--- config.mk ---
export PLATFORM = sky130hd
export DESIGN_NAME = fdf_core
export DESIGN_NICKNAME = d
export VERILOG_FILES = /design/src/common/fdf_pkg.sv /design/src/hdl/fdf_core.sv
export VERILOG_INCLUDE_DIRS = /design/src /design/src/common
export SDC_FILE = /design/constraint.sdc
export NUM_CORES = 1
export LEC_CHECK = 0
export CAP_MARGIN = 10
export CORE_ASPECT_RATIO = 1.25
export CORE_UTILIZATION = 45
export DETAILED_ROUTE_END_ITERATION = 8
export DONT_BUFFER_PORTS = 1
export HOLD_SLACK_MARGIN = 0.05
export PLACE_DENSITY = 0.6
export SLEW_MARGIN = 5
export SYNTH_ARGS = -nofsm -noshare
export SYNTH_HDL_FRONTEND = slang
export SYNTH_SLANG_ARGS = --single-unit
--- constraint.sdc ---
create_clock -name clk_sys_i -period 6.1 [get_ports clk_sys_i]
set_clock_uncertainty 0.2 [all_clocks]
set_input_delay 1.83 -clock clk_sys_i [delete_from_list [all_inputs] [get_ports clk_sys_i]]
set_output_delay 1.83 -clock clk_sys_i [all_outputs]
set_load 0.02 [all_outputs]
--- src/common/fdf_defines.svh ---
`ifndef FDF_DEFINES_SVH
`define FDF_DEFINES_SVH
// ****************************************
// Register offsets and reset values
// ****************************************
`define FDF_OFS_CMD 2'h0
`define FDF_OFS_TRK 2'h1
`define FDF_OFS_SEC 2'h2
`define FDF_OFS_DAT 2'h3
`define FDF_RST_CMD 8'h03
`define FDF_RST_SEC 8'h01
`define FDF_FORCE 4'hD
`define FDF_ZONE_TRK 8'h2C
`define FDF_CRC_POLY 16'h1021
`define FDF_CRC_INIT 16'hFFFF
`define FDF_SYNC_BITS 5'h10
// ****************************************
// Timing in its own unit
// ****************************************
`define FDF_CLK_NS 20
`define FDF_WP_DD_NS 250
`define FDF_WP_SD_NS 500
`define FDF_CELL_DD_NS 2000
`define FDF_CELL_SD_NS 4000
`define FDF_STEP_PW_NS 2000
`endif

--- src/common/fdf_pkg.sv ---
package fdf_pkg;
   typedef enum {S_IDLE, S_START, S_STEP, S_GAP, S_HEAD, S_SYNC, S_XFER, S_DONE} fdf_state_t;
   typedef enum {K_RESTORE, K_SEEK, K_STEP, K_READ, K_WRITE, K_OTHER} fdf_kind_t;
endpackage : fdf_pkg

--- src/hdl/fdf_core.sv ---
`include "fdf_defines.svh"
// Contract
// - Strobes with select latch or drive register
// - Select 00 status/command, 01 track, 10 sector, 11 data
// - Inverted eight-bit bus, direction by strobes
// - Transfer request marks full or empty data
// - Interrupt on completion, cleared by status/command access
// - One step pulse each, direction high inward
// - Early and late precompensation flags
// - Head engaged high means head loaded
// - Side output follows S flag at start
// - Sync gate high after zero field
// - Outer zone shows track 44 and above while a non-step command is busy
// - Write pulse per flux, density sets width
// - Read/write need ready, else interrupt
// - Shared pin: fault input while writing
// - Separator enable low while reading data
// - Write protect low aborts write, flags status
// - Density input 0 double, 1 single
// - Track follows steps, compared with ID
// - Sector compared with ID during reads
// - Command write-only, status read-only, force interrupt
// - CRC polynomial x16+x12+x5+1
// - Master reset loads 03, then restore
module fdf_core
#(
   parameter int SECT_BYTES = 128,
   parameter int STEP_US    = 3000
)
(
   input  wire logic       clk_sys_i,
   input  wire logic       reset_n_i,
   input  wire logic       master_reset_n_i,
   input  wire logic       cs_n_i,
   input  wire logic       write_strobe_n_i,
   input  wire logic       read_strobe_n_i,
   input  wire logic       reg_sel_lo_i,
   input  wire logic       reg_sel_hi_i,
   input  wire logic [7:0] host_bus_n_i,
   output logic      [7:0] host_bus_n_o,
   output logic            host_bus_oe_n_o,
   output logic            xfer_request_o,
   output logic            done_irq_o,
   output logic            step_o,
   output logic            step_dir_o,
   output logic            early_o,
   output logic            late_o,
   output logic            head_load_out_o,
   input  wire logic       head_engaged_in_i,
   output logic            read_sync_gate_o,
   output logic            side_out_o,
   output logic            outer_zone_out_o,
   output logic            write_pulse_out_o,
   output logic            write_gate_out_o,
   input  wire logic       ready_i,
   input  wire logic       write_fault_in_i,
   output logic            separator_enable_out_o,
   output logic            separator_enable_oe_n_o,
   input  wire logic       track0_i,
   input  wire logic       protect_in_i,
   input  wire logic       density_sel_i,
   input  wire logic       read_clk_i,
   input  wire logic       raw_read_n_i
);
   import fdf_pkg::*;

   localparam int CLK = `FDF_CLK_NS;
   localparam int WPD = (`FDF_WP_DD_NS + CLK - 1) / CLK;
   localparam int WPS = (`FDF_WP_SD_NS + CLK - 1) / CLK;
   localparam int CLD = `FDF_CELL_DD_NS / CLK;
   localparam int CLS = `FDF_CELL_SD_NS / CLK;
   localparam int SPW = (`FDF_STEP_PW_NS + CLK - 1) / CLK;
   localparam int STC = STEP_US * 1000 / CLK;
   localparam logic [19:0] STC20 = 20'(STC);
   localparam logic [19:0] SPT   = 20'(STC - SPW);
   localparam logic [9:0]  NSEC  = 10'(SECT_BYTES);

   // ****************************************
   // Input synchronisers
   // ****************************************
   logic [21:0] s1;
   logic [21:0] s2;
   wire  [21:0] a_in = {host_bus_n_i, cs_n_i, write_strobe_n_i, read_strobe_n_i,
                        reg_sel_hi_i, reg_sel_lo_i, master_reset_n_i, head_engaged_in_i,
                        ready_i, write_fault_in_i, track0_i, protect_in_i,
                        density_sel_i, read_clk_i, raw_read_n_i};

   always_ff @(posedge clk_sys_i)
   begin
      if (!reset_n_i)
      begin
         s1 <= '1;
         s2 <= '1;
      end
      else
      begin
         s1 <= a_in;
         s2 <= s1;
      end
   end

   wire [7:0] bus_d = ~s2[21:14];
   wire [1:0] sel   = s2[10:9];
   wire       mr_n  = s2[8];
   wire       head_engaged_in   = s2[7];
   wire       rdy   = s2[6];
   wire       wf    = s2[5];
   wire       tr0   = s2[4];
   wire       wp    = s2[3];
   wire       density_sel  = s2[2];

   // ****************************************
   // State
   // ****************************************
   fdf_state_t  st;
   fdf_kind_t   kind;
   logic [7:0]  cmd, trk, sec, dat, sh, wdat;
   logic [1:0]  wsel;
   logic [19:0] tmr;
   logic [15:0] crc;
   logic [9:0]  bcnt;
   logic [4:0]  nrun, wpc;
   logic [2:0]  bitn;
   logic        wr_q, rd_q, rclk_q, mr_pend, t1, dir, stepped, prv;
   logic        f_wp, f_rnf, f_crc, f_lost, f_flt;

   // CRC preset to ones, one byte per call, msb first
   function automatic logic [15:0] crc_upd(input logic [15:0] c, input logic [7:0] d);
      logic [15:0] r;
      r = c;
      for (int i = 7; i >= 0; i--)
         r = {r[14:0], 1'b0} ^ ((r[15] ^ d[i]) ? `FDF_CRC_POLY : 16'h0000);
      crc_upd = r;
   endfunction : crc_upd

   function automatic fdf_kind_t kind_of(input logic [7:0] c);
      if (c[7:4] == 4'h0)
         kind_of = K_RESTORE;
      else if (c[7:4] == 4'h1)
         kind_of = K_SEEK;
      else if (!c[7])
         kind_of = K_STEP;
      else if (c[7:5] == 3'h4)
         kind_of = K_READ;
      else if (c[7:5] == 3'h5)
         kind_of = K_WRITE;
      else
         kind_of = K_OTHER;
   endfunction : kind_of

   // ****************************************
   // Decode
   // ****************************************
   wire        wr_act  = !s2[13] && !s2[12];
   wire        rd_act  = !s2[13] && !s2[11];
   wire        wr_end  = wr_q && !wr_act;
   wire        rd_go   = rd_act && !rd_q;
   wire        busy    = st != S_IDLE;
   wire        force_c = wdat[7:4] == `FDF_FORCE;
   wire        go      = wr_end && wsel == `FDF_OFS_CMD && (!busy || force_c);
   wire        rbit_go = s2[1] && !rclk_q;
   wire        rbit    = !s2[0];
   wire        nrdy    = mr_n && !rdy;
   wire [19:0] cel     = density_sel ? 20'(CLS) : 20'(CLD);
   wire [4:0]  wpw     = density_sel ? 5'(WPS) : 5'(WPD);
   wire [7:0]  rb      = {sh[6:0], rbit};
   wire [7:0]  wr_src  = (bcnt < NSEC) ? (xfer_request_o ? 8'h00 : dat) :
                         (bcnt == NSEC) ? crc[15:8] : crc[7:0];
   wire [15:0] crc_n   = crc_upd(crc, (kind == K_READ) ? rb : wr_src);
   wire        cur     = (bitn == 3'h0) ? wr_src[7] : sh[6];
   wire        nxt     = (bitn == 3'h0) ? wr_src[6] : sh[5];
   wire        at_goal = (kind == K_RESTORE) ? tr0 : (kind == K_SEEK) ? (trk == dat) : stepped;
   wire        dir_new = (kind == K_RESTORE) ? 1'b0 : (kind == K_SEEK) ? (dat > trk) : dir;
   wire [7:0]  st1     = {nrdy, 1'b0, head_load_out_o && head_engaged_in, f_rnf, f_crc, tr0, 1'b0, busy};
   wire [7:0]  st2     = {nrdy, f_wp, f_flt, f_rnf, f_crc, f_lost, xfer_request_o, busy};
   wire [7:0]  rd_val  = (sel == `FDF_OFS_CMD) ? (t1 ? st1 : st2) :
                         (sel == `FDF_OFS_TRK) ? trk :
                         (sel == `FDF_OFS_SEC) ? sec : dat;
   wire        reading = kind == K_READ && (st == S_SYNC || st == S_XFER);

   // ****************************************
   // Host side and pin outputs
   // ****************************************
   always_ff @(posedge clk_sys_i)
   begin
      if (!reset_n_i)
      begin
         wr_q <= 1'b0;
         rd_q <= 1'b0;
         // Idles high like the synchroniser, so no false bit edge follows reset
         rclk_q <= 1'b1;
         wsel <= 2'h0;
         wdat <= 8'h00;
         host_bus_n_o <= 8'hFF;
         host_bus_oe_n_o <= 1'b1;
         step_o <= 1'b0;
         write_pulse_out_o <= 1'b0;
         outer_zone_out_o <= 1'b0;
         separator_enable_out_o <= 1'b1;
         separator_enable_oe_n_o <= 1'b1;
      end
      else
      begin
         wr_q <= wr_act;
         rd_q <= rd_act;
         rclk_q <= s2[1];
         if (wr_act)
         begin
            wsel <= sel;
            wdat <= bus_d;
         end
         host_bus_n_o <= ~rd_val;
         host_bus_oe_n_o <= !rd_act;
         step_o <= st == S_GAP && tmr > SPT;
         write_pulse_out_o <= wpc != 5'h00;
         outer_zone_out_o <= !t1 && busy && trk >= `FDF_ZONE_TRK;
         // Pin is a fault input whenever the gate is up, so release it there
         separator_enable_oe_n_o <= write_gate_out_o;
         separator_enable_out_o <= !(reading && head_engaged_in);
      end
   end

   // ****************************************
   // Command sequencer
   // ****************************************
   always_ff @(posedge clk_sys_i)
   begin
      if (!reset_n_i || !mr_n)
      begin
         st <= S_IDLE;
         kind <= K_RESTORE;
         cmd <= `FDF_RST_CMD;
         trk <= 8'h00;
         sec <= 8'h00;
         dat <= 8'h00;
         sh <= 8'h00;
         tmr <= 20'h00000;
         crc <= `FDF_CRC_INIT;
         bcnt <= 10'h000;
         nrun <= 5'h00;
         wpc <= 5'h00;
         bitn <= 3'h0;
         mr_pend <= 1'b1;
         {t1, dir, stepped, prv} <= 4'h8;
         {f_wp, f_rnf, f_crc, f_lost, f_flt} <= 5'h00;
         {xfer_request_o, done_irq_o, step_dir_o, early_o, late_o} <= 5'h00;
         {head_load_out_o, read_sync_gate_o, side_out_o, write_gate_out_o} <= 4'h0;
      end
      else
      begin
         if (wpc != 5'h00)
            wpc <= wpc - 5'h01;
         if ((rd_go && sel == `FDF_OFS_CMD) || go)
            done_irq_o <= 1'b0;
         if (wr_end && wsel == `FDF_OFS_TRK)
            trk <= wdat;
         if (wr_end && wsel == `FDF_OFS_SEC)
            sec <= wdat;
         if ((rd_go && sel == `FDF_OFS_DAT) || (wr_end && wsel == `FDF_OFS_DAT))
            xfer_request_o <= 1'b0;
         if (wr_end && wsel == `FDF_OFS_DAT)
            dat <= wdat;
         if (mr_pend)
         begin
            mr_pend <= 1'b0;
            sec <= `FDF_RST_SEC;
            kind <= K_RESTORE;
            st <= S_START;
         end
         else if (go)
         begin
            cmd <= wdat;
            kind <= kind_of(wdat);
            {f_wp, f_rnf, f_crc, f_lost, f_flt} <= 5'h00;
            st <= force_c ? S_DONE : S_START;
         end
         else
            unique case (st)
               S_IDLE: ;
               S_START:
                  if (kind == K_RESTORE || kind == K_SEEK || kind == K_STEP)
                  begin
                     t1 <= 1'b1;
                     stepped <= 1'b0;
                     head_load_out_o <= cmd[3];
                     dir <= (cmd[6:5] == 2'h1) ? dir : (cmd[6:5] == 2'h2);
                     st <= S_STEP;
                  end
                  else
                  begin
                     t1 <= 1'b0;
                     side_out_o <= cmd[1];
                     if (!rdy)
                        st <= S_DONE;
                     else if (kind == K_WRITE && !wp)
                     begin
                        f_wp <= 1'b1;
                        st <= S_DONE;
                     end
                     else
                     begin
                        head_load_out_o <= 1'b1;
                        st <= (kind == K_OTHER) ? S_DONE : S_HEAD;
                     end
                  end
               S_STEP:
                  if (at_goal)
                  begin
                     if (kind == K_RESTORE)
                        trk <= 8'h00;
                     st <= S_DONE;
                  end
                  else
                  begin
                     dir <= dir_new;
                     step_dir_o <= dir_new;
                     trk <= dir_new ? trk + 8'h01 : trk - 8'h01;
                     stepped <= 1'b1;
                     tmr <= STC20;
                     st <= S_GAP;
                  end
               S_GAP:
                  if (tmr == 20'h00000)
                     st <= S_STEP;
                  else
                     tmr <= tmr - 20'h00001;
               S_HEAD:
                  if (head_engaged_in)
                  begin
                     bcnt <= 10'h000;
                     bitn <= 3'h0;
                     nrun <= 5'h00;
                     crc <= `FDF_CRC_INIT;
                     prv <= 1'b0;
                     if (kind == K_WRITE)
                     begin
                        write_gate_out_o <= 1'b1;
                        xfer_request_o <= 1'b1;
                        tmr <= {cel[16:0], 3'h0};
                        st <= S_XFER;
                     end
                     else
                        st <= S_SYNC;
                  end
               S_SYNC:
                  if (rbit_go)
                  begin
                     if (!rbit)
                     begin
                        nrun <= (nrun == 5'h1F) ? nrun : nrun + 5'h01;
                        if (nrun >= `FDF_SYNC_BITS - 5'h01)
                           read_sync_gate_o <= 1'b1;
                     end
                     else if (read_sync_gate_o)
                        st <= S_XFER;
                     else
                        nrun <= 5'h00;
                  end
               S_XFER:
                  if (kind == K_READ)
                  begin
                     if (rbit_go)
                     begin
                        sh <= rb;
                        bitn <= bitn + 3'h1;
                        if (bitn == 3'h7)
                        begin
                           crc <= crc_n;
                           bcnt <= bcnt + 10'h001;
                           if ((bcnt == 10'h000 && rb != trk) ||
                               (bcnt == 10'h001 && rb != sec))
                           begin
                              f_rnf <= 1'b1;
                              st <= S_DONE;
                           end
                           else if (bcnt >= 10'h002 && bcnt < NSEC + 10'h002)
                           begin
                              f_lost <= f_lost || xfer_request_o;
                              dat <= rb;
                              xfer_request_o <= 1'b1;
                           end
                           else if (bcnt == NSEC + 10'h003)
                           begin
                              f_crc <= crc_n != 16'h0000;
                              st <= S_DONE;
                           end
                        end
                     end
                  end
                  else if (!wf)
                  begin
                     f_flt <= 1'b1;
                     st <= S_DONE;
                  end
                  else if (tmr != 20'h00000)
                     tmr <= tmr - 20'h00001;
                  else if (bitn == 3'h0 && bcnt == NSEC + 10'h002)
                     st <= S_DONE;
                  else
                  begin
                     // No clock bits or marks are encoded; each one bit is a flux pulse
                     tmr <= cel - 20'h00001;
                     bitn <= bitn + 3'h1;
                     prv <= cur;
                     if (cur)
                        wpc <= wpw;
                     early_o <= !density_sel && cur && !prv && nxt;
                     late_o <= !density_sel && cur && prv && !nxt;
                     if (bitn != 3'h0)
                        sh <= {sh[6:0], 1'b0};
                     else
                     begin
                        sh <= wr_src;
                        bcnt <= bcnt + 10'h001;
                        if (bcnt < NSEC)
                        begin
                           crc <= crc_n;
                           f_lost <= f_lost || xfer_request_o;
                           xfer_request_o <= bcnt < NSEC - 10'h001;
                        end
                     end
                  end
               S_DONE:
               begin
                  done_irq_o <= 1'b1;
                  xfer_request_o <= 1'b0;
                  {write_gate_out_o, read_sync_gate_o, early_o, late_o} <= 4'h0;
                  if (t1 && cmd[3:2] == 2'h0)
                     head_load_out_o <= 1'b0;
                  st <= S_IDLE;
               end
            endcase
      end
   end
endmodule : fdf_core

==> flow_summary.yaml, run 1 <==
cts:
  cts.clk_slew.worst_paths_ns: 0.08
  root_buffer: "clkbuf_16"
  clock-sinks: 191
  ctsHoldBuffers: 0
  clkLatencyLatePin_ns: 0.45
  cts_tree: "yes"
  cts_max_path_buffers: 2
  post_cts_buffers: 0
  htree_levels: 4
  cts_made_buffers: 17
  cts_resized: 0
floorplan:
  design.portCount: 47
  fp-row-count: 61
  die_w_um: 136.2
  dieArea_um2: 23130
  core_um2: 22130
  initial_utilization_pct: 45.78
  fp.dieH_um: 169.8
grt:
  grt_max_degree: 72
  grt_pass1_wl_um: 44080
  grt_util_all_layers_pct: 24.72
  grt_overflow: 0
  grt_pass1_vias: 8080
  antenna_found_initial: 0
logic_synthesis:
  post_synth.cell_area_avg_um2: 8.327
  netlist_top_cells_count: "dfxtp_1 (191), nor2_1 (160), a21oi_1 (90), nand2_1 (89), o21ai_0 (66)"
  synth.net_count: 1269
  netlist_area_um2: 10130
  synth_ff_type: "dfxtp_1"
  yosys.area.top_type: "dfxtp_1"
  synth_cells: 1217
  synth_top_area_share_pct: 37.73
  synth_warnings: 0
  synth_edf_count: 0
  ys_ff_latch: 191
  yosys.cell_types.count: 88
  ys_seq_area_share_pct: 37.73
  post-synth-top-count-cell: "dfxtp_1"
  async_reset_ff_share_pct: 0
  synth_top_cells_by_area: "dfxtp_1 (38%), nor2_1 (5.9%), a21oi_1 (4.4%)"
timing:
  finalHoldViolCount: 0
  slew_headroom_pct: 25.68
  rsz0062_at_grt: "false"
  setup_viol: 0
  fmax_mhz: 256.0
  tightest_slew_ns: 1.103
  setup_tns_ns: 0
  final_max_slew_viol_count: 0
  period_share_pct: 64.04
  layout_min_cycle_time_ns: 3.907
setup_path:
  cp.required_ns: 6.22
  crit_path_start_kind: "flop"
  worst_setup_path_end_kind: "flop"
  rr_worst_depth: 18
  reg2reg_slack_ns: 2.19
  cp-startpoint: "trk[1]"
  worstPathArrival_ns: 4.03
  path_buf_inv: 2
  endpoint: "trk[7]"
  critPathTopFamily: "compound AO/OA/AOI/OAI gates"
  rr_startpoint: "trk[1]"
  worstSetupPathType: "flop to flop"
  cpPeakStageDelay_ns: 0.47
  r2r-end: "trk[7]"
  path_common_cell: "o21a_1"
  slowest_stage: "dfxtp_1"
  worstPathCellList: "inv_1, ha_1, nor2b_1, o21a_1, o21a_1, o21ai_0, a21oi_1, o41ai_2, buf_4, ha_1, a21o_1, a21oi_1, nor2b_1, o21a_1, o41ai_1, xnor2_1, xnor2_1, o32ai_1"
  cp_num_cells: 18
  crit_fanout: 11
detailed_routing:
  dr.pass1.iters: 5
  routed_wl_um: 27480
  drt_iter0_markers: 689
  drc: 0
  wl_per_cell_um: 18.75
  vias: 8523
  vias_per_cell: 5.818
  drtAntennaViolNets: 0
placement:
  dp_hpwl_um: 19650
  port_buffers: 0
  place_inst: 1433
  gp_congestion: 0.8957
power:
  leakagePower_nw: 3.984
  p_switching_mw: 0.7129
  p_per_area_nw_per_um2: 243.3
  p_int_mw: 1.936
  p_comb_share_pct: 6.2
  p_sw_share_pct: 26.91
  vdd_drop_max_v: 0.0002300
  clkPwrFrac_pct: 44.8
  p_seq_share_pct: 48.9
final_layout:
  syn_to_final_growth_pct: 7.433
  regArea_um2: 3824
  multiInputGateArea_um2: 5889
  final_cells: 1465
  num-nets-final: 1221
  n_fill_cell: 2197
  diodes: 0
  layout-drive-gt1-share_pct: 7.614
min_path:
  hold_path.class: "flop to flop"
flow_run:
  drv_cap: 0
run_status:
  status: "finished clean"
## logic make-up (layout without fill, tap and decap cells)
group | after synthesis | in the layout | synth area share [%]
DFF | 191 | 191 | 37.73
AOI/OAI and AO/OA | 276 | 276 | 17.32
muxes | 59 | 59 | 6.556
adders and majority gates | 28 | 28 | 3.531
xor gates and xnor gates | 54 | 54 | 5.099
buffers and inverters | 106 | 71 | 4.223
and+or+nand+nor | 503 | 503 | 25.53
## area by class of cell
type / instances / area share, %
Sequential cell: 191 / 35.12
Inverter: 28 / 0.9654
Clock inverter: 14 / 1.770
Timing Repair Buffer: 11 / 0.7585
Multi-Input combinational cell: 920 / 54.10
Tap cell: 283 / 3.253
Clock buffer: 18 / 4.034
## worst min path at each step
| stage | end | cells past startpoint | start | slack (ns) |
|---|---|---|---|---|
| after floorplan | s2[0] | 1 | s1[0] | 0.19 |
| after global routing | s2[17] | 1 | s1[17] | 0.22 |
| after global placement | s2[8] | 1 | s1[8] | 0.19 |
| after CTS | s2[10] | 1 | s1[10] | 0.21 |
| after detailed placement | s2[10] | 1 | s1[10] | 0.19 |
| final | s2[12] | 1 | s1[12] | 0.21 |
## per-stage QoR
stage	total power, mW	util, %	setup WS (ns)	area, µm²	hold slack [ns]
2_1_floorplan	1.453	-	1.541	10130	0.1863
3_3_place_gp	1.489	46.33	2.259	10250	0.1890
3_5_place_dp	1.490	46.33	2.183	10250	0.1928
4_1_cts	2.674	49.19	2.161	10890	0.2122
5_1_grt	2.740	49.19	1.898	10890	0.2232
6_report	2.649	49.19	2.193	10890	0.2092
## layer usage
layer  track usage, %  vias up  share of wire, %
li1                 -     4220                 -
met1            30.88     4009                44
met2            41.14      235                49
met3            3.793       59               4.0
met4            12.03        0               3.3
met5                0        -                 0
## power by group through the flow
stage / logic, mW / clock network, mW / registers, mW
after floorplan: 0.146 / 0 / 1.31
after global placement: 0.164 / 0 / 1.33
after detailed placement: 0.164 / 0 / 1.33
after CTS: 0.165 / 1.21 / 1.30
after global routing: 0.184 / 1.26 / 1.30
final: 0.165 / 1.19 / 1.30
## state kept, by name (all words and copies together) (netlist names), 2 cells and up
register and count:
bcnt 10, bitn 3, cmd 5, crc 16, dat 8, host_bus_n_o 8
kind 3, nrun 5, s1 22, s2 22, sec 8, sh 7
st 3, tmr 20, trk 8, wdat 8, wpc 5, wsel 2
## layout by cell type (no fill, tap or decap), types with 5 or more instances in the layout
| master | count |
|---|---|
| o21a_1 | 9 |
| o22ai_1 | 9 |
| nor3_1 | 42 |
| xor2_1 | 12 |
| a21oi_1 | 90 |
| and2_1 | 6 |
| a21boi_0 | 5 |
| or2_2 | 6 |
| clkinv_8 | 5 |
| ha_1 | 27 |
| a211o_1 | 6 |
| nand4_1 | 18 |
| nor2_1 | 160 |
| a31oi_1 | 9 |
| mux2_2 | 9 |
| a211oi_1 | 12 |
| nand2_1 | 89 |
| nor3b_1 | 8 |
| clkbuf_16 | 17 |
| o31ai_1 | 5 |
| or3_1 | 11 |
| xnor2_1 | 38 |
| a21o_1 | 7 |
| a221oi_1 | 8 |
| mux2i_1 | 45 |
| nand2b_1 | 64 |
| o21ai_0 | 66 |
| o211a_1 | 9 |
| inv_1 | 27 |
| nor4_1 | 14 |
| nor2b_1 | 13 |
| buf_4 | 11 |
| dfxtp_1 | 191 |
| and3_1 | 12 |
| nand3_1 | 25 |
| mux4_2 | 5 |
Power figures use the tool's default switching activity.
==> run 2, diff against run 1 <==
- ABC_AREA: default -> 1
- clock period: 6.1 -> 4.05 ns (I/O delays scaled with it)
==> run 2 against run 1 <==
Compared with the run above: combinational power grew to 3.2 times the previous value; worst setup slack lost 1.7 ns; non-clock buffer count increased by 4; final area grew 1.9%; wire length rose by 6.8%; global-route usage increased by 1.8 points; power increased by 65%; sequential cell count did not move; register-to-register slack lost 1.7 ns; synthesized area hardly changed; critical endpoint unchanged.
==> flow_summary.yaml, run 2 <==
run_status:
  status: "finished clean"
detailed_routing:
  drc: 0
  vias: 9550
  wl_per_cell_um: 16.83
  m1WireLength_um: 12850
  dr_wl_met2_um: 14170
  dr.pass1.iters: 6
  vias_per_cell: 5.476
  top_layer_used: "met4"
  routed_wl_um: 29350
  drt_iter0_markers: 721
  drtAntennaViolNets: 0
  wl_met3_um: 1188
cts:
  cts_made_buffers: 17
  cts_resized: 0
  cts_max_path_buffers: 2
  htree_levels: 4
  ctsHoldBuffers: 0
  cts_tree: "yes"
  cts.clk_slew.worst_paths_ns: 0.08
  clock-sinks: 191
  root_buffer: "clkbuf_16"
  clkLatencyLatePin_ns: 0.46
  post_cts_buffers: 0
grt:
  grt_pass1_wl_um: 47380
  grt_max_degree: 34
  antenna_found_initial: 0
  grt_overflow: 0
  grt_pass1_vias: 9076
  grt_util_all_layers_pct: 26.49
setup_path:
  crit_path_start_kind: "flop"
  path_common_cell: "nand2_1"
  cpPeakStageDelay_ns: 0.45
  crit_fanout: 10
  worstSetupPathType: "flop to flop"
  slowest_stage: "dfxtp_1"
  cp.required_ns: 4.25
  worst_setup_path_end_kind: "flop"
  worstPathArrival_ns: 3.77
  worstPathCellList: "inv_1, ha_1, nand2_1, nor2_1, nand4_1, nand2_1, o22ai_1, nand2_1, ha_1, a21oi_1, nand2_1, nand2_1, nand2_1, a21oi_1, nor2_1, o21ai_0, nand2_1, xor2_1, o21ai_0, nand2_1, inv_1"
logic_synthesis:
  netlist_top_cells_count: "nand2_1 (287), dfxtp_1 (191), inv_1 (176), nor2_1 (121), o21ai_0 (121)"
  yosys.area.top_type: "dfxtp_1"
  netlist_area_um2: 10140
  synth_top_cells_by_area: "dfxtp_1 (38%), nand2_1 (11%), inv_1 (6.5%)"
  post-synth-top-count-cell: "nand2_1"
  synth.net_count: 1502
  synth_warnings: 0
  synth_compound_area_share_pct: 18.59
  synthAdderAreaFrac_pct: 3.530
  synth_ff_type: "dfxtp_1"
  synth_edf_count: 0
  synthSimpleGateAreaFrac_pct: 29.80
  synth_top_area_share_pct: 37.72
  synth_cells: 1450
  async_reset_ff_share_pct: 0
  ys_ff_latch: 191
  ys_seq_area_share_pct: 37.72
  synth-xor-area-share_pct: 1.728
  synthMuxAreaShare_pct: 0
  post_synth.cell_area_avg_um2: 6.990
  synth_top_family_by_area: "simple AND/OR/NAND/NOR gates"
  yosys.cell_types.count: 56
timing:
  layout_min_cycle_time_ns: 3.576
  setup_viol: 0
  final_max_slew_viol_count: 0
  setup_tns_ns: 0
  whs_ns: 0.1995
  fin_ws_ns: 0.4743
  fmax_mhz: 279.7
  finalHoldViolCount: 0
  tightest_slew_ns: 0.8747
  period_share_pct: 88.29
  slew_headroom_pct: 41.47
  rsz0062_at_grt: "false"
final_layout:
  top_regs: "s1: 22 flops, s2: 22 flops, tmr: 20 flops"
  fin_util_pct: 50.11
  design_area_um2: 11090
  final_cell_mix: "nand2_1 (286), dfxtp_1 (191), inv_1 (176), nor2_1 (121), o21ai_0 (121)"
  diodes: 0
  layout-drive-gt1-share_pct: 10.20
  final_common_cell: "nand2_1"
  num-nets-final: 1500
  syn_to_final_growth_pct: 9.431
floorplan:
  dieArea_um2: 23130
  design.portCount: 47
  initial_utilization_pct: 45.79
  fp.dieH_um: 169.8
  fp-row-count: 61
  core_um2: 22130
  die_w_um: 136.2
flow_run:
  drv_cap: 0
min_path:
  hold_path.class: "flop to flop"
placement:
  place_ws_ns: 0.4822
  port_buffers: 0
  gp_congestion: 0.9746
  dp_hpwl_um: 22580
  placed_area_um2: 10440
power:
  leakagePower_nw: 4.729
  vdd_drop_max_v: 0.0003170
  p_per_area_nw_per_um2: 394.6
## run 2: cell types whose count changed after synthesis, moves of 24 or more
cell,previous run,this run
nor2_1,160,121
or2_2,6,51
nand2b_1,64,0
clkbuf_1,62,23
a21oi_1,90,114
nand2_1,89,287
inv_1,28,176
nand3_1,25,92
o21ai_0,66,121
mux2i_1,45,0
xnor2_1,38,7
## run 2: worst paths after layout
check        startpoint      end  slack (ns)  depth (start not counted)
max reg2reg      trk[5]   trk[7]        0.47                         21
min              s2[19]  wdat[5]        0.20                          1
max              trk[5]   trk[7]        0.47                         21
min reg2reg      s2[19]  wdat[5]        0.20                          1
## run 2: critical path: cells and delay by family (launching register included)
kind            cells  cell delay [ns]
xor+xnor            1             0.15
compound gates      5             0.77
flops               1             0.45
buf+inv             2             0.17
fa+ha+maj           2             0.75
simple gates       11             1.03
## run 2: kinds of logic (layout without fill, tap and decap cells)
kind of cell | Yosys count | after routing
buffers and inverters | 226 | 237
XOR/XNOR | 20 | 20
flip-flops | 191 | 191
adder cells (fa/ha/maj) | 28 | 28
AO/OA/AOI/OAI | 328 | 328
AND/OR/NAND/NOR | 657 | 657
## run 2: layout make-up
cell class,instances,area [µm²]
Inverter,190,713.2
Sequential cell,191,3824
Clock buffer,17,425.4
Fill cell,2248,11040
Timing Repair Buffer,15,112.6
Tap cell,283,354.1
Multi-Input combinational cell,1033,5440
Clock inverter,15,222.7
## run 2: metrics by stage
step	power, mW	cells
3_3_place_gp	2.574	1712
6_report	4.377	1744
2_1_floorplan	2.435	1450
4_1_cts	4.405	1744
3_5_place_dp	2.578	1712
5_1_grt	4.559	1744
## run 2: per-layer routing
layer / track usage (%) / vias up
met5: 0 / -
met4: 12.37 / 0
met3: 4.122 / 71
met2: 44.76 / 247
met1: 32.70 / 4387
li1: - / 4845
## run 2: where the power goes
group | leakage, nW | internal (mW) | switching, mW | total, mW
logic | 2.86 | 0.179 | 0.357 | 0.536
registers | 1.55 | 1.95 | 0.0584 | 2.00
clock network | 0.312 | 0.883 | 0.954 | 1.84
total | 4.73 | 3.01 | 1.37 | 4.38
==> run 3, diff against run 2 <==
- BUFFER_PORTS_ARGS: default -> -buffer_cell sky130_fd_sc_hd__buf_2
- DONT_BUFFER_PORTS: 1 -> default
- PLACE_DENSITY: 0.6 -> 0.61
==> run 3 against run 2 <==
Compared with the run above: clock-buffer cell count stayed put; power up 0.30%; global-route usage increased by 0.52 points; core utilization is 1.2 points higher; clock power about the same; wire length up 2.4%; maximum frequency grew 8.4%; first-iteration DRC count increased by 9.8%; die area unchanged; sequential cell count unchanged; critical path type unchanged; critical endpoint unchanged; largest cell class unchanged.
==> flow_summary.yaml, run 3 (synthesis gave the netlist of run 2 again) <==
detailed_routing:
  wl_per_cell_um: 16.77
  drt_iter0_markers: 792
  drc: 0
  dr.pass1.iters: 7
  vias: 9834
  routed_wl_um: 30050
  vias_per_cell: 5.488
  drtAntennaViolNets: 0
power:
  p_per_area_nw_per_um2: 386.2
  p_seq_share_pct: 45.4
  p_comb_share_pct: 13.1
  vdd_drop_max_v: 0.0003050
  p_int_mw: 3.020
  p_sw_share_pct: 31.20
  clkPwrFrac_pct: 41.5
  power_mw: 4.390
  p_switching_mw: 1.370
  leakagePower_nw: 4.934
final_layout:
  diodes: 0
  final_cells: 1792
  design_area_um2: 11370
  layout-drive-gt1-share_pct: 12.99
  num-nets-final: 1548
  n_fill_cell: 2278
  top_regs: "s1: 22 flops, s2: 22 flops, tmr: 20 flops"
  syn_to_final_growth_pct: 12.15
  final_common_cell: "nand2_1"
  final_cell_mix: "nand2_1 (287), dfxtp_1 (191), inv_1 (176), nor2_1 (121), o21ai_0 (121)"
run_status:
  status: "finished clean"
timing:
  final_max_slew_viol_count: 0
  finalHoldViolCount: 0
  period_share_pct: 81.43
  rsz0062_at_grt: "false"
  fin_ws_ns: 0.7523
  slew_headroom_pct: 54.73
  setup_tns_ns: 0
  setup_viol: 0
  tightest_slew_ns: 0.6754
  layout_min_cycle_time_ns: 3.298
  fmax_mhz: 303.2
grt:
  gr-usage-met1_pct: 32.65
  grt_util_all_layers_pct: 27.01
  antenna_found_initial: 0
  grt_pass1_vias: 9426
  grt_max_degree: 53
  grt.busiest_layer: "met2"
  grtUsageMet3_pct: 3.435
  grt_pass1_wl_um: 48420
  grtUsageMet2_pct: 46.83
  grt_overflow: 0
setup_path:
  critPathTopFamily: "compound AO/OA/AOI/OAI gates"
  endpoint: "trk[7]"
  worstPathArrival_ns: 3.49
  cpPeakStageDelay_ns: 0.47
  crit_path_start_kind: "flop"
  path_common_cell: "nand2_1"
  worstPathCellList: "inv_1, ha_1, inv_1, nor2_1, o21ai_0, nand2_1, a21oi_1, o22ai_1, nand2_1, ha_1, a21oi_1, nand2_1, nand2_1, nand2_1, a21oi_1, nor2_1, o21ai_0, nand2_1, xor2_1, o21ai_0, nand2_1, inv_1"
  slowest_stage: "dfxtp_1"
  rr_startpoint: "trk[1]"
  path_buf_inv: 3
  cp-startpoint: "trk[1]"
  worst_setup_path_end_kind: "flop"
  rr_worst_depth: 22
  crit_fanout: 6
  cp.required_ns: 4.24
  reg2reg_slack_ns: 0.75
  r2r-end: "trk[7]"
  cp_num_cells: 22
  worstSetupPathType: "flop to flop"
cts:
  cts.clk_slew.worst_paths_ns: 0.08
  cts_max_path_buffers: 2
  clock-sinks: 191
  clkLatencyLatePin_ns: 0.45
  root_buffer: "clkbuf_16"
  cts_made_buffers: 17
  htree_levels: 4
  ctsHoldBuffers: 0
  cts_resized: 0
  post_cts_buffers: 0
  cts_tree: "yes"
floorplan:
  fp.dieH_um: 169.8
  core_um2: 22130
  dieArea_um2: 23130
  design.portCount: 47
  initial_utilization_pct: 45.79
  die_w_um: 136.2
  fp-row-count: 61
placement:
  dp_hpwl_um: 22890
  place_inst: 1759
  place_ws_ns: 0.7602
  placed_area_um2: 10690
  port_buffers: 46
  gp_congestion: 0.9365
flow_run:
  drv_cap: 0
min_path:
  holdPathStages: 1
  hold_path.class: "flop to flop"
## run 3: changes by cell type in the layout (fill, tap and decap cells not counted), sizes merged
| cell | delta |
|---|---|
| inv | -1 |
| clkinv | +1 |
| buf | +48 |
## run 3: worst min path at each step
stage                start  endpoint
global route        s2[17]   wdat[3]
finish              s2[15]   wdat[1]
detailed placement  s2[15]   wdat[1]
global placement    s2[21]   wdat[7]
CTS                 s2[15]   wdat[1]
floorplan           s2[14]   wdat[0]
## run 3: area by class of cell
type                       count  area (µm²)  area share, %
sequential                   191        3824          33.64
timing repair buffer          63       390.4          3.434
clock buffer                  17       425.4          3.742
inverter                     190       713.2          6.274
multi-input combinational   1033        5438          47.84
clock inverter                15       222.7          1.959
tap                          283       354.1          3.115
## run 3: per-stage QoR
step	hold WS, ns	utilization, %
floorplan	0.1828	-
global placement	0.1874	48.30
detailed placement	0.1945	48.30
CTS	0.2053	51.23
global route	0.2199	51.36
finish	0.2038	51.36
## run 3: worst reg2reg max path, stage by stage (launching register included)
cell and delay [ns]:
dfxtp_1 0.47, inv_1 0.10, ha_1 0.32, inv_1 0.06
nor2_1 0.03, o21ai_0 0.14, nand2_1 0.07, a21oi_1 0.13
o22ai_1 0.09, nand2_1 0.16, ha_1 0.29, a21oi_1 0.13
nand2_1 0.07, nand2_1 0.08, nand2_1 0.05, a21oi_1 0.17
nor2_1 0.07, o21ai_0 0.14, nand2_1 0.08, xor2_1 0.15
o21ai_0 0.14, nand2_1 0.06, inv_1 0.05
## run 3: power groups by stage
| stage | Sequential (mW) | Clock (mW) | Combinational [mW] |
|---|---|---|---|
| after detailed placement | 2.04 | 0 | 0.563 |
| after floorplan | 2.03 | 0 | 0.402 |
| final | 1.99 | 1.82 | 0.575 |
| after global routing | 2.00 | 1.92 | 0.646 |
| after CTS | 1.99 | 1.85 | 0.569 |
| after global placement | 2.04 | 0 | 0.560 |
## run 3: routing by layer
| metal | wire [µm] | vias up | part of all wire [%] |
|---|---|---|---|
| met5 | 0 | - | 0 |
| met4 | 1263 | 0 | 4.2 |
| met3 | 1247 | 77 | 4.1 |
| met2 | 14660 | 292 | 49 |
| met1 | 12880 | 4531 | 43 |
| li1 | - | 4934 | - |
